$ cat config.mk
export PLATFORM = sky130hd
export DESIGN_NAME = cepc_state
export DESIGN_NICKNAME = d
export VERILOG_FILES = /design/src/hw/cepc_reg_xlat.v /design/src/hw/cepc_state.v
export VERILOG_INCLUDE_DIRS = /design/src /design/src/common
export SDC_FILE = /design/constraint.sdc
export NUM_CORES = 2
export LEC_CHECK = 0
export ABC_AREA = 1
export BUFFER_PORTS_ARGS = -buffer_cell sky130_fd_sc_hd__buf_2
export CAP_MARGIN = 0
export CORE_UTILIZATION = 46
export DETAILED_ROUTE_END_ITERATION = 8
export GPL_TIMING_DRIVEN = 0
export SLEW_MARGIN = 5
export SYNTH_ARGS = -nofsm -noshare
export SYNTH_HDL_FRONTEND = slang
export SYNTH_SLANG_ARGS = --single-unit
$ cat constraint.sdc
create_clock -name core_clk -period 3.7 [get_ports core_clk]
set_clock_uncertainty 0.2 [all_clocks]
set_input_delay 0.185 -clock core_clk [delete_from_list [all_inputs] [get_ports core_clk]]
set_output_delay 0.185 -clock core_clk [all_outputs]
set_load 0.005 [all_outputs]
$ cat src/common/cepc_consts.vh
// constants for the endian, reservation and program-counter state block
`ifndef CEPC_CONSTS_VH
`define CEPC_CONSTS_VH

// =====================================================
// register map (byte addresses)
`define CEPC_ADDR_CTRL 8'h00
`define CEPC_ADDR_STATUS 8'h04
`define CEPC_ADDR_PC 8'h08
`define CEPC_ADDR_NEXT_PC 8'h0C
`define CEPC_ADDR_PA_WIDTH 8'h10
`define CEPC_ADDR_DELAYED 8'h14

// =====================================================
// control register fields
`define CEPC_CTRL_RE_BIT 0
`define CEPC_CTRL_USER_BIT 1

// status register fields
`define CEPC_ST_MEM_BE_BIT 0
`define CEPC_ST_REVERSE_BIT 1
`define CEPC_ST_LDST_BE_BIT 2
`define CEPC_ST_RESV_BIT 3
`define CEPC_ST_BRPEND_BIT 4
`define CEPC_ST_DLYPEND_BIT 5

// =====================================================
// program counter sequencing
`define CEPC_PC_RESET 32'h00000000
`define CEPC_INC_SHORT 32'h00000002
`define CEPC_INC_LONG 32'h00000004
`define CEPC_PA_WIDTH_DEF 36

`endif

$ cat src/hw/cepc_reg_xlat.v
// compressed-mode register number translation to full register number
`timescale 1ns/10ps
`default_nettype none

// =====================================================
// short three-bit field to five-bit register number, registered output
module cepc_reg_xlat
(
	input wire core_clk,
	input wire srst,
	input wire [2:0] short_num,
	output reg [4:0] full_num_reg
);
	reg [4:0] full_num_next;

	// short numbers 0 and 1 map to 16 and 17, 2..7 map to themselves
	always @*
	begin
		if (short_num < 3'h2)
			full_num_next = {2'h2, short_num};
		else
			full_num_next = {2'h0, short_num};
	end

	// result registered so the data output comes from a flip-flop
	always @(posedge core_clk)
	begin
		if (srst)
			full_num_reg <= 5'h00;
		else
			full_num_reg <= full_num_next;
	end
endmodule

`default_nettype wire

$ cat src/hw/cepc_state.v
// architectural state: endianness, reservation bit, pc sequencing, delayed writes
//
// What this block does
// - latch memory endianness mode at reset; 0 little, 1 big endian.
// - reverse order flag equals user mode AND the reverse control bit.
// - load/store byte order is memory mode XOR reverse order flag.
// - a load-linked sets the atomic reservation bit.
// - store-conditional tests the reservation bit, then clears it.
// - reservation cleared on conflicting store and on exception return, unless a load-linked retires in the same cycle.
// - without a new pc, advance by 2 for short, 4 for long.
// - taken branch target loads pc during the delay slot instruction.
// - delayed result writes its destination one instruction later.
// - effects of one instruction apply in order; same-time pairs are unordered.
// - physical address width is a parameter, default 36 bits.
// - compressed register fields translate to full register numbers.
// - general register zero always reads as zero.
`timescale 1ns/10ps
`default_nettype none
`include "cepc_consts.vh"

module cepc_state
#(
	parameter PA_WIDTH = `CEPC_PA_WIDTH_DEF
)
(
	input wire core_clk,
	input wire srst,
	// strap sampled while reset is high
	input wire mem_big_endian_strap,
	// AHB-Lite slave
	input wire hsel,
	input wire [7:0] haddr,
	input wire [1:0] htrans,
	input wire hwrite,
	input wire [2:0] hsize,
	input wire [31:0] hwdata,
	input wire hready,
	output wire hreadyout,
	output wire hresp,
	output reg [31:0] hrdata,
	// instruction retire stream
	input wire instr_valid,
	input wire instr_short,
	input wire instr_load_linked,
	input wire instr_store_cond,
	input wire instr_eret,
	input wire instr_branch_taken,
	input wire [31:0] branch_target,
	input wire instr_jump_now,
	input wire [31:0] jump_target,
	input wire instr_delayed_wr,
	input wire [4:0] delayed_dest,
	input wire [31:0] delayed_data,
	input wire atomic_conflict,
	// register file write/read ports
	input wire rf_we,
	input wire [4:0] rf_waddr,
	input wire [31:0] rf_wdata,
	input wire [4:0] rf_raddr,
	input wire rf_compressed,
	input wire [2:0] rf_short_raddr,
	output reg [31:0] rf_rdata,
	// state outputs
	output wire mem_big_endian_mode,
	output wire reverse_byte_order,
	output wire ldst_big_endian,
	output wire atomic_reservation_bit,
	output wire sc_success,
	output wire [31:0] pc,
	output wire [PA_WIDTH-1:0] phys_addr_mask
);
	// =====================================================
	// state registers
	reg mem_be_reg;
	reg user_reverse_order_bit_reg;
	reg user_mode_reg;
	reg resv_reg;
	reg [31:0] pc_reg;
	reg [31:0] pc_next;
	reg br_pend_reg;
	reg [31:0] br_target_reg;
	reg dly_pend_reg;
	reg [4:0] dly_dest_reg;
	reg [31:0] dly_data_reg;
	reg [31:0] general_register [0:31];
	reg ap_write_reg;
	reg [7:0] ap_addr_reg;
	reg [31:0] rd_mux;
	wire [4:0] xlat_num;
	wire [4:0] rd_idx;
	wire ap_take;
	wire ll_take;
	wire sc_take;
	wire eret_take;
	integer i;
	// width held as a full word so the read mux needs no part-select
	localparam [31:0] PA_WIDTH_WORD = PA_WIDTH;

	// =====================================================
	// physical address width
	// physical address space mask, one bit per implemented address line
	assign phys_addr_mask = {PA_WIDTH{1'b1}};

	// =====================================================
	// endianness
	// strap taken on every clock while reset holds, so the last value wins
	always @(posedge core_clk)
	begin
		if (srst)
			mem_be_reg <= mem_big_endian_strap;
	end

	// reverse order only in user mode; kernel and supervisor keep the strap
	assign mem_big_endian_mode = mem_be_reg;
	assign reverse_byte_order = user_reverse_order_bit_reg & user_mode_reg;
	assign ldst_big_endian = mem_be_reg ^ reverse_byte_order;

	// =====================================================
	// atomic reservation
	// test happens on the current value; clear and set follow in that order
	assign sc_success = instr_valid & instr_store_cond & resv_reg;
	assign atomic_reservation_bit = resv_reg;

	// retire-stream events, each qualified by the retire strobe
	assign ll_take = instr_valid & instr_load_linked;
	assign sc_take = instr_valid & instr_store_cond;
	assign eret_take = instr_valid & instr_eret;

	// a load-linked beats every clear in the same cycle, so a reservation
	// taken together with a conflicting store is kept
	always @(posedge core_clk)
	begin
		if (srst)
			resv_reg <= 1'b0;
		else if (ll_take)
			resv_reg <= 1'b1;
		else if (sc_take | eret_take)
			resv_reg <= 1'b0;
		else if (atomic_conflict)
			resv_reg <= 1'b0;
	end

	// =====================================================
	// program counter sequencing
	// a branch target waits one instruction so the delay slot runs first
	// an immediate jump ranks below a pending branch target
	always @*
	begin
		if (br_pend_reg)
			pc_next = br_target_reg;
		else if (instr_jump_now)
			pc_next = jump_target;
		else if (instr_short)
			pc_next = pc_reg + `CEPC_INC_SHORT;
		else
			pc_next = pc_reg + `CEPC_INC_LONG;
	end

	// pc moves only when an instruction retires; a taken branch sitting in
	// a delay slot is dropped, so software must not place one there
	always @(posedge core_clk)
	begin
		if (srst)
		begin
			pc_reg <= `CEPC_PC_RESET;
			br_pend_reg <= 1'b0;
			br_target_reg <= 32'h00000000;
		end
		else if (instr_valid)
		begin
			pc_reg <= pc_next;
			br_pend_reg <= instr_branch_taken & ~br_pend_reg;
			br_target_reg <= branch_target;
		end
	end

	// pc leaves straight from its register
	assign pc = pc_reg;

	// =====================================================
	// delayed results and register file
	// delayed write lands with the next instruction's own write; the
	// later instruction is applied last since no order is promised
	// destination and data are caught with the instruction that owns them
	always @(posedge core_clk)
	begin
		if (srst)
		begin
			dly_pend_reg <= 1'b0;
			dly_dest_reg <= 5'h00;
			dly_data_reg <= 32'h00000000;
		end
		else if (instr_valid)
		begin
			dly_pend_reg <= instr_delayed_wr;
			dly_dest_reg <= delayed_dest;
			dly_data_reg <= delayed_data;
		end
	end

	// both writes share one process so the port write comes last and wins;
	// register zero may be written, its read is forced to zero instead
	always @(posedge core_clk)
	begin
		if (srst)
		begin
			for (i = 0; i < 32; i = i + 1)
				general_register[i] <= 32'h00000000;
		end
		else
		begin
			if (instr_valid & dly_pend_reg)
				general_register[dly_dest_reg] <= dly_data_reg;
			if (rf_we)
				general_register[rf_waddr] <= rf_wdata;
		end
	end

	// =====================================================
	// register file read port
	// the short field is translated in a flip-flop stage of its own, so the
	// full number and the mode bit are delayed alike before the lookup
	cepc_reg_xlat cepc_reg_xlat_i
	(
		.core_clk(core_clk),
		.srst(srst),
		.short_num(rf_short_raddr),
		.full_num_reg(xlat_num)
	);

	reg compressed_q_reg;
	reg [4:0] raddr_q_reg;
	// first stage: mode bit and full number held one cycle, in step with
	// the translated number coming out of the translation stage
	always @(posedge core_clk)
	begin
		if (srst)
		begin
			compressed_q_reg <= 1'b0;
			raddr_q_reg <= 5'h00;
		end
		else
		begin
			compressed_q_reg <= rf_compressed;
			raddr_q_reg <= rf_raddr;
		end
	end

	// translated number aligned with the registered full number
	assign rd_idx = compressed_q_reg ? xlat_num : raddr_q_reg;

	// second stage: array lookup, register zero forced to zero whatever it holds
	always @(posedge core_clk)
	begin
		if (srst)
			rf_rdata <= 32'h00000000;
		else if (rd_idx == 5'h00)
			rf_rdata <= 32'h00000000;
		else
			rf_rdata <= general_register[rd_idx];
	end

	// =====================================================
	// AHB-Lite register slave, zero wait states, always OKAY
	assign ap_take = hsel & hready & htrans[1];
	assign hreadyout = 1'b1;
	assign hresp = 1'b0;

	// address phase of a write kept for its data phase; hsize is not
	// checked, every access is taken as a whole word
	// no wait states: only flags, pc values, delayed data and a constant sit behind the bus
	always @(posedge core_clk)
	begin
		if (srst)
		begin
			ap_write_reg <= 1'b0;
			ap_addr_reg <= 8'h00;
		end
		else if (hready)
		begin
			ap_write_reg <= ap_take & hwrite;
			ap_addr_reg <= haddr;
		end
	end

	// control bits written in the data phase
	// a write to any other offset leaves them unchanged
	always @(posedge core_clk)
	begin
		if (srst)
		begin
			user_reverse_order_bit_reg <= 1'b0;
			user_mode_reg <= 1'b0;
		end
		else if (ap_write_reg & (ap_addr_reg == `CEPC_ADDR_CTRL))
		begin
			user_reverse_order_bit_reg <= hwdata[`CEPC_CTRL_RE_BIT];
			user_mode_reg <= hwdata[`CEPC_CTRL_USER_BIT];
		end
	end

	// read data prepared in the address phase, registered for the data phase
	// unmapped offsets read as zero
	always @*
	begin
		rd_mux = 32'h00000000;
		case (haddr)
			`CEPC_ADDR_CTRL:
			begin
				rd_mux[`CEPC_CTRL_RE_BIT] = user_reverse_order_bit_reg;
				rd_mux[`CEPC_CTRL_USER_BIT] = user_mode_reg;
			end
			`CEPC_ADDR_STATUS:
			begin
				rd_mux[`CEPC_ST_MEM_BE_BIT] = mem_be_reg;
				rd_mux[`CEPC_ST_REVERSE_BIT] = reverse_byte_order;
				rd_mux[`CEPC_ST_LDST_BE_BIT] = ldst_big_endian;
				rd_mux[`CEPC_ST_RESV_BIT] = resv_reg;
				rd_mux[`CEPC_ST_BRPEND_BIT] = br_pend_reg;
				rd_mux[`CEPC_ST_DLYPEND_BIT] = dly_pend_reg;
			end
			`CEPC_ADDR_PC: rd_mux = pc_reg;
			`CEPC_ADDR_NEXT_PC: rd_mux = pc_next;
			`CEPC_ADDR_PA_WIDTH: rd_mux = PA_WIDTH_WORD;
			`CEPC_ADDR_DELAYED: rd_mux = dly_data_reg;
			default: rd_mux = 32'h00000000;
		endcase
	end

	// hrdata moves only on a read address phase, so it holds until the
	// next read and a write cycle never disturbs it
	always @(posedge core_clk)
	begin
		if (srst)
			hrdata <= 32'h00000000;
		else if (ap_take & ~hwrite)
			hrdata <= rd_mux;
	end
endmodule

`default_nettype wire

==> impl_metrics.env <==
export IMPL_io_buffers=272
export IMPL_hold_class="input pin to flop"
export IMPL_crit_path_end_kind="flop"
export IMPL_cts_setup_buffers=0
export IMPL_cts_buffer_depth=3
export IMPL_ys_seq_area_share_pct=55.1
export IMPL_yosys_area_share_simple_pct=16.9
export IMPL_required_ns=4.06
export IMPL_ys_types=49
export IMPL_insertion_delay_ns=0.82
export IMPL_worstPathCellList="buf_2 > buf_2 > inv_2 > clkbuf_1 > clkbuf_1 > o211ai_1 > buf_6 > buf_4 > buf_4"
export IMPL_grt_pass1_wl_um=442000
export IMPL_finalHoldViolations=0
export IMPL_nFillCells=12500
export IMPL_antenna_found_initial=25
export IMPL_mostFrequentLayoutCells="o21ai_0, edfxtp_1, nand3_1"
export IMPL_max_cap_viol_count=0
export IMPL_grt_pass1_vias=58400
export IMPL_final_common_cell="o21ai_0"
export IMPL_ctsRootBufferMaster="clkbuf_16"
export IMPL_finalCritPeriodShare_pct=107
export IMPL_r2r_slack_ns=-0.17
export IMPL_wl_per_cell_um=33.9
export IMPL_place_hpwl_um=252000
export IMPL_cp_slowest_cell="clkbuf_1"
export IMPL_drt_vias_per_instance=6.53
export IMPL_fin_nets=8011
export IMPL_row_count=135
export IMPL_path_clk_slew_ns=0.06
export IMPL_syn_to_final_growth_pct=18.6
export IMPL_chipWidth_um=371
export IMPL_yosys_warnings=0
export IMPL_drv_slew=0
export IMPL_synth_xor_area_share_pct=0.223
export IMPL_initial_utilization_pct=46.3
export IMPL_tightest_slew_ns=1.45
export IMPL_max_freq_mhz=253
export IMPL_drc=0
export IMPL_cp_start_kind="input pin"
export IMPL_slew_headroom_pct=3.03
export IMPL_cts_buffers=145
export IMPL_gr_total_overflow=0
export IMPL_rsz0062_at_grt="yes"
export IMPL_largest_register_ffs=1024
export IMPL_crit_arrival_ns=4.31
export IMPL_ys_async_sr_fraction_pct=0
export IMPL_core_area_mm2=0.135
export IMPL_status="finished, violations left"
export IMPL_regMostFlops="general_register"
export IMPL_synth_cells=7038
export IMPL_critical_path_max_fanout=10
export IMPL_setup_viol=112
export IMPL_drt_iter0_markers=11100
export IMPL_grt_util_all_layers_pct=46.6
export IMPL_slowest_delay_ns=1.08
export IMPL_routabilityCongestion=1.07
export IMPL_wl_um=330000
export IMPL_dr_pass1_iters=8
export IMPL_post_route_min_period_ns=3.95
export IMPL_final_area_mm2=0.0744
export IMPL_clkSinkCount=1214
export IMPL_hold_ws_ns=0.0233
export IMPL_die_area_mm2=0.138
export IMPL_criticalPathCategory="input pin to flop"
export IMPL_io_pins=347
export IMPL_power_density_mw_per_mm2=469
export IMPL_drive_above_1_share_pct=12.1
export IMPL_synth_seq_cells=1214
export IMPL_violations="setup timing"
export IMPL_p_leak_nw=26.8
export IMPL_syn_area_mm2=0.0628
export IMPL_placed_cell_area_mm2=0.0671
export IMPL_synth_area_per_cell_um2=8.92
export IMPL_synthAdderAreaFrac_pct=0.0399
export IMPL_htreeDepth=4
export IMPL_muxShareOfSynthArea_pct=0
export IMPL_synth_top_flop_cell="edfxtp_1"
export IMPL_cts_tree="built"
export IMPL_worst_slack_ns=-0.252
export IMPL_ir_worst_vdd_v=0.000455
export IMPL_synth_top_family_by_area="compound AO/OA/AOI/OAI gates"
export IMPL_final_antenna_net_count=0
export IMPL_vias=63500
export IMPL_grt_max_degree=33
export IMPL_fp_dieH_um=371
export IMPL_synth_edf_count=1025
export IMPL_synth_compound_gate_area_share_pct=20.0
per-layer routing:
layer	track usage, %	share of wire, %
met1	56.7	35
met2	68.6	42
met3	15.1	14
met4	35.0	8.8
met5	0	0.029
timing repair:
action / 4_1_cts / 5_1_grt
hold buffers: 266 / 0
endpoints found under the hold margin: 271 / 0
resized for setup: 7 / 34
gates cloned: 0 / 0
endpoints found under the setup margin: 36 / 219
cells in the mapped netlist (47+ instances only):
| cell type | n | area, um2 |
|---|---|---|
| a21oi_1 | 161 | 806 |
| buf_1 | 135 | 507 |
| buf_2 | 196 | 981 |
| buf_4 | 72 | 541 |
| clkbuf_1 | 433 | 1630 |
| dfxtp_1 | 189 | 3780 |
| edfxtp_1 | 1025 | 30800 |
| inv_1 | 225 | 845 |
| nand2_1 | 623 | 2340 |
| nand3_1 | 865 | 4330 |
| nor2_1 | 833 | 3130 |
| o211ai_1 | 295 | 2210 |
| o21ai_0 | 1143 | 5720 |
| o21ai_1 | 253 | 1270 |
| o22ai_1 | 368 | 2300 |
| or2_2 | 47 | 294 |
power breakdown:
part / internal (W) / switching (W)
Sequential: 0.0154 / 0.000253
Clock: 0.00792 / 0.00627
Combinational: 0.00130 / 0.00379
final timing paths:
kind / start / endpoint / cells after the start
setup / recovery: srst / general_register[27][6] / 9
hold / removal: instr_jump_now / pc[4] / 6
setup reg to reg: compressed_q_reg / rf_rdata[31] / 12
hold reg to reg: hrdata[8] / hrdata[8] / 2
cell families (layout without fill, tap and decap cells):
kind of cell,Yosys count,in the layout
AO/OA/AOI/OAI,2248,2248
XOR/XNOR,16,16
adder cells (fa/ha/maj),2,2
buffers and inverters,1112,1957
flip-flops,1214,1214
other,2,62
AND/OR/NAND/NOR,2444,2444
per-stage QoR:
step	setup TNS (ns)	utilization, %	setup WS (ns)	total power [W]	std cells
6_report	-12.47	54.9	-0.252	0.0349	9724
5_1_grt	-0.305	54.9	-0.0353	0.0353	9705
4_1_cts	0	54.9	0.0251	0.0344	9700
3_5_place_dp	-229.25	49.5	-0.821	0.0204	9169
3_3_place_gp	-1083.22	49.1	-2.09	0.0204	9127
2_1_floorplan	0	-	0.461	0.0181	7074
worst max-delay path, delay by kind of cell:
kind                   cells  cell delay, ns
buffers and inverters      8            3.37
AO/OA/AOI/OAI              1            0.72
cell type report:
| class | count | area, um2 | share of cell area, % |
|---|---|---|---|
| Multi-Input combinational cell | 4748 | 23600 | 31.6 |
| Buffer | 875 | 4060 | 5.45 |
| Clock buffer | 198 | 4020 | 5.40 |
| Sequential cell | 1214 | 34600 | 46.4 |
| Antenna cell | 24 | 60.1 | 0.0807 |
| Inverter | 237 | 890 | 1.20 |
| Clock inverter | 67 | 500 | 0.672 |
| Timing Repair Buffer | 580 | 4570 | 6.14 |
| Tap cell | 1781 | 2230 | 2.99 |
No activity file was read; power rests on OpenSTA's default activity.
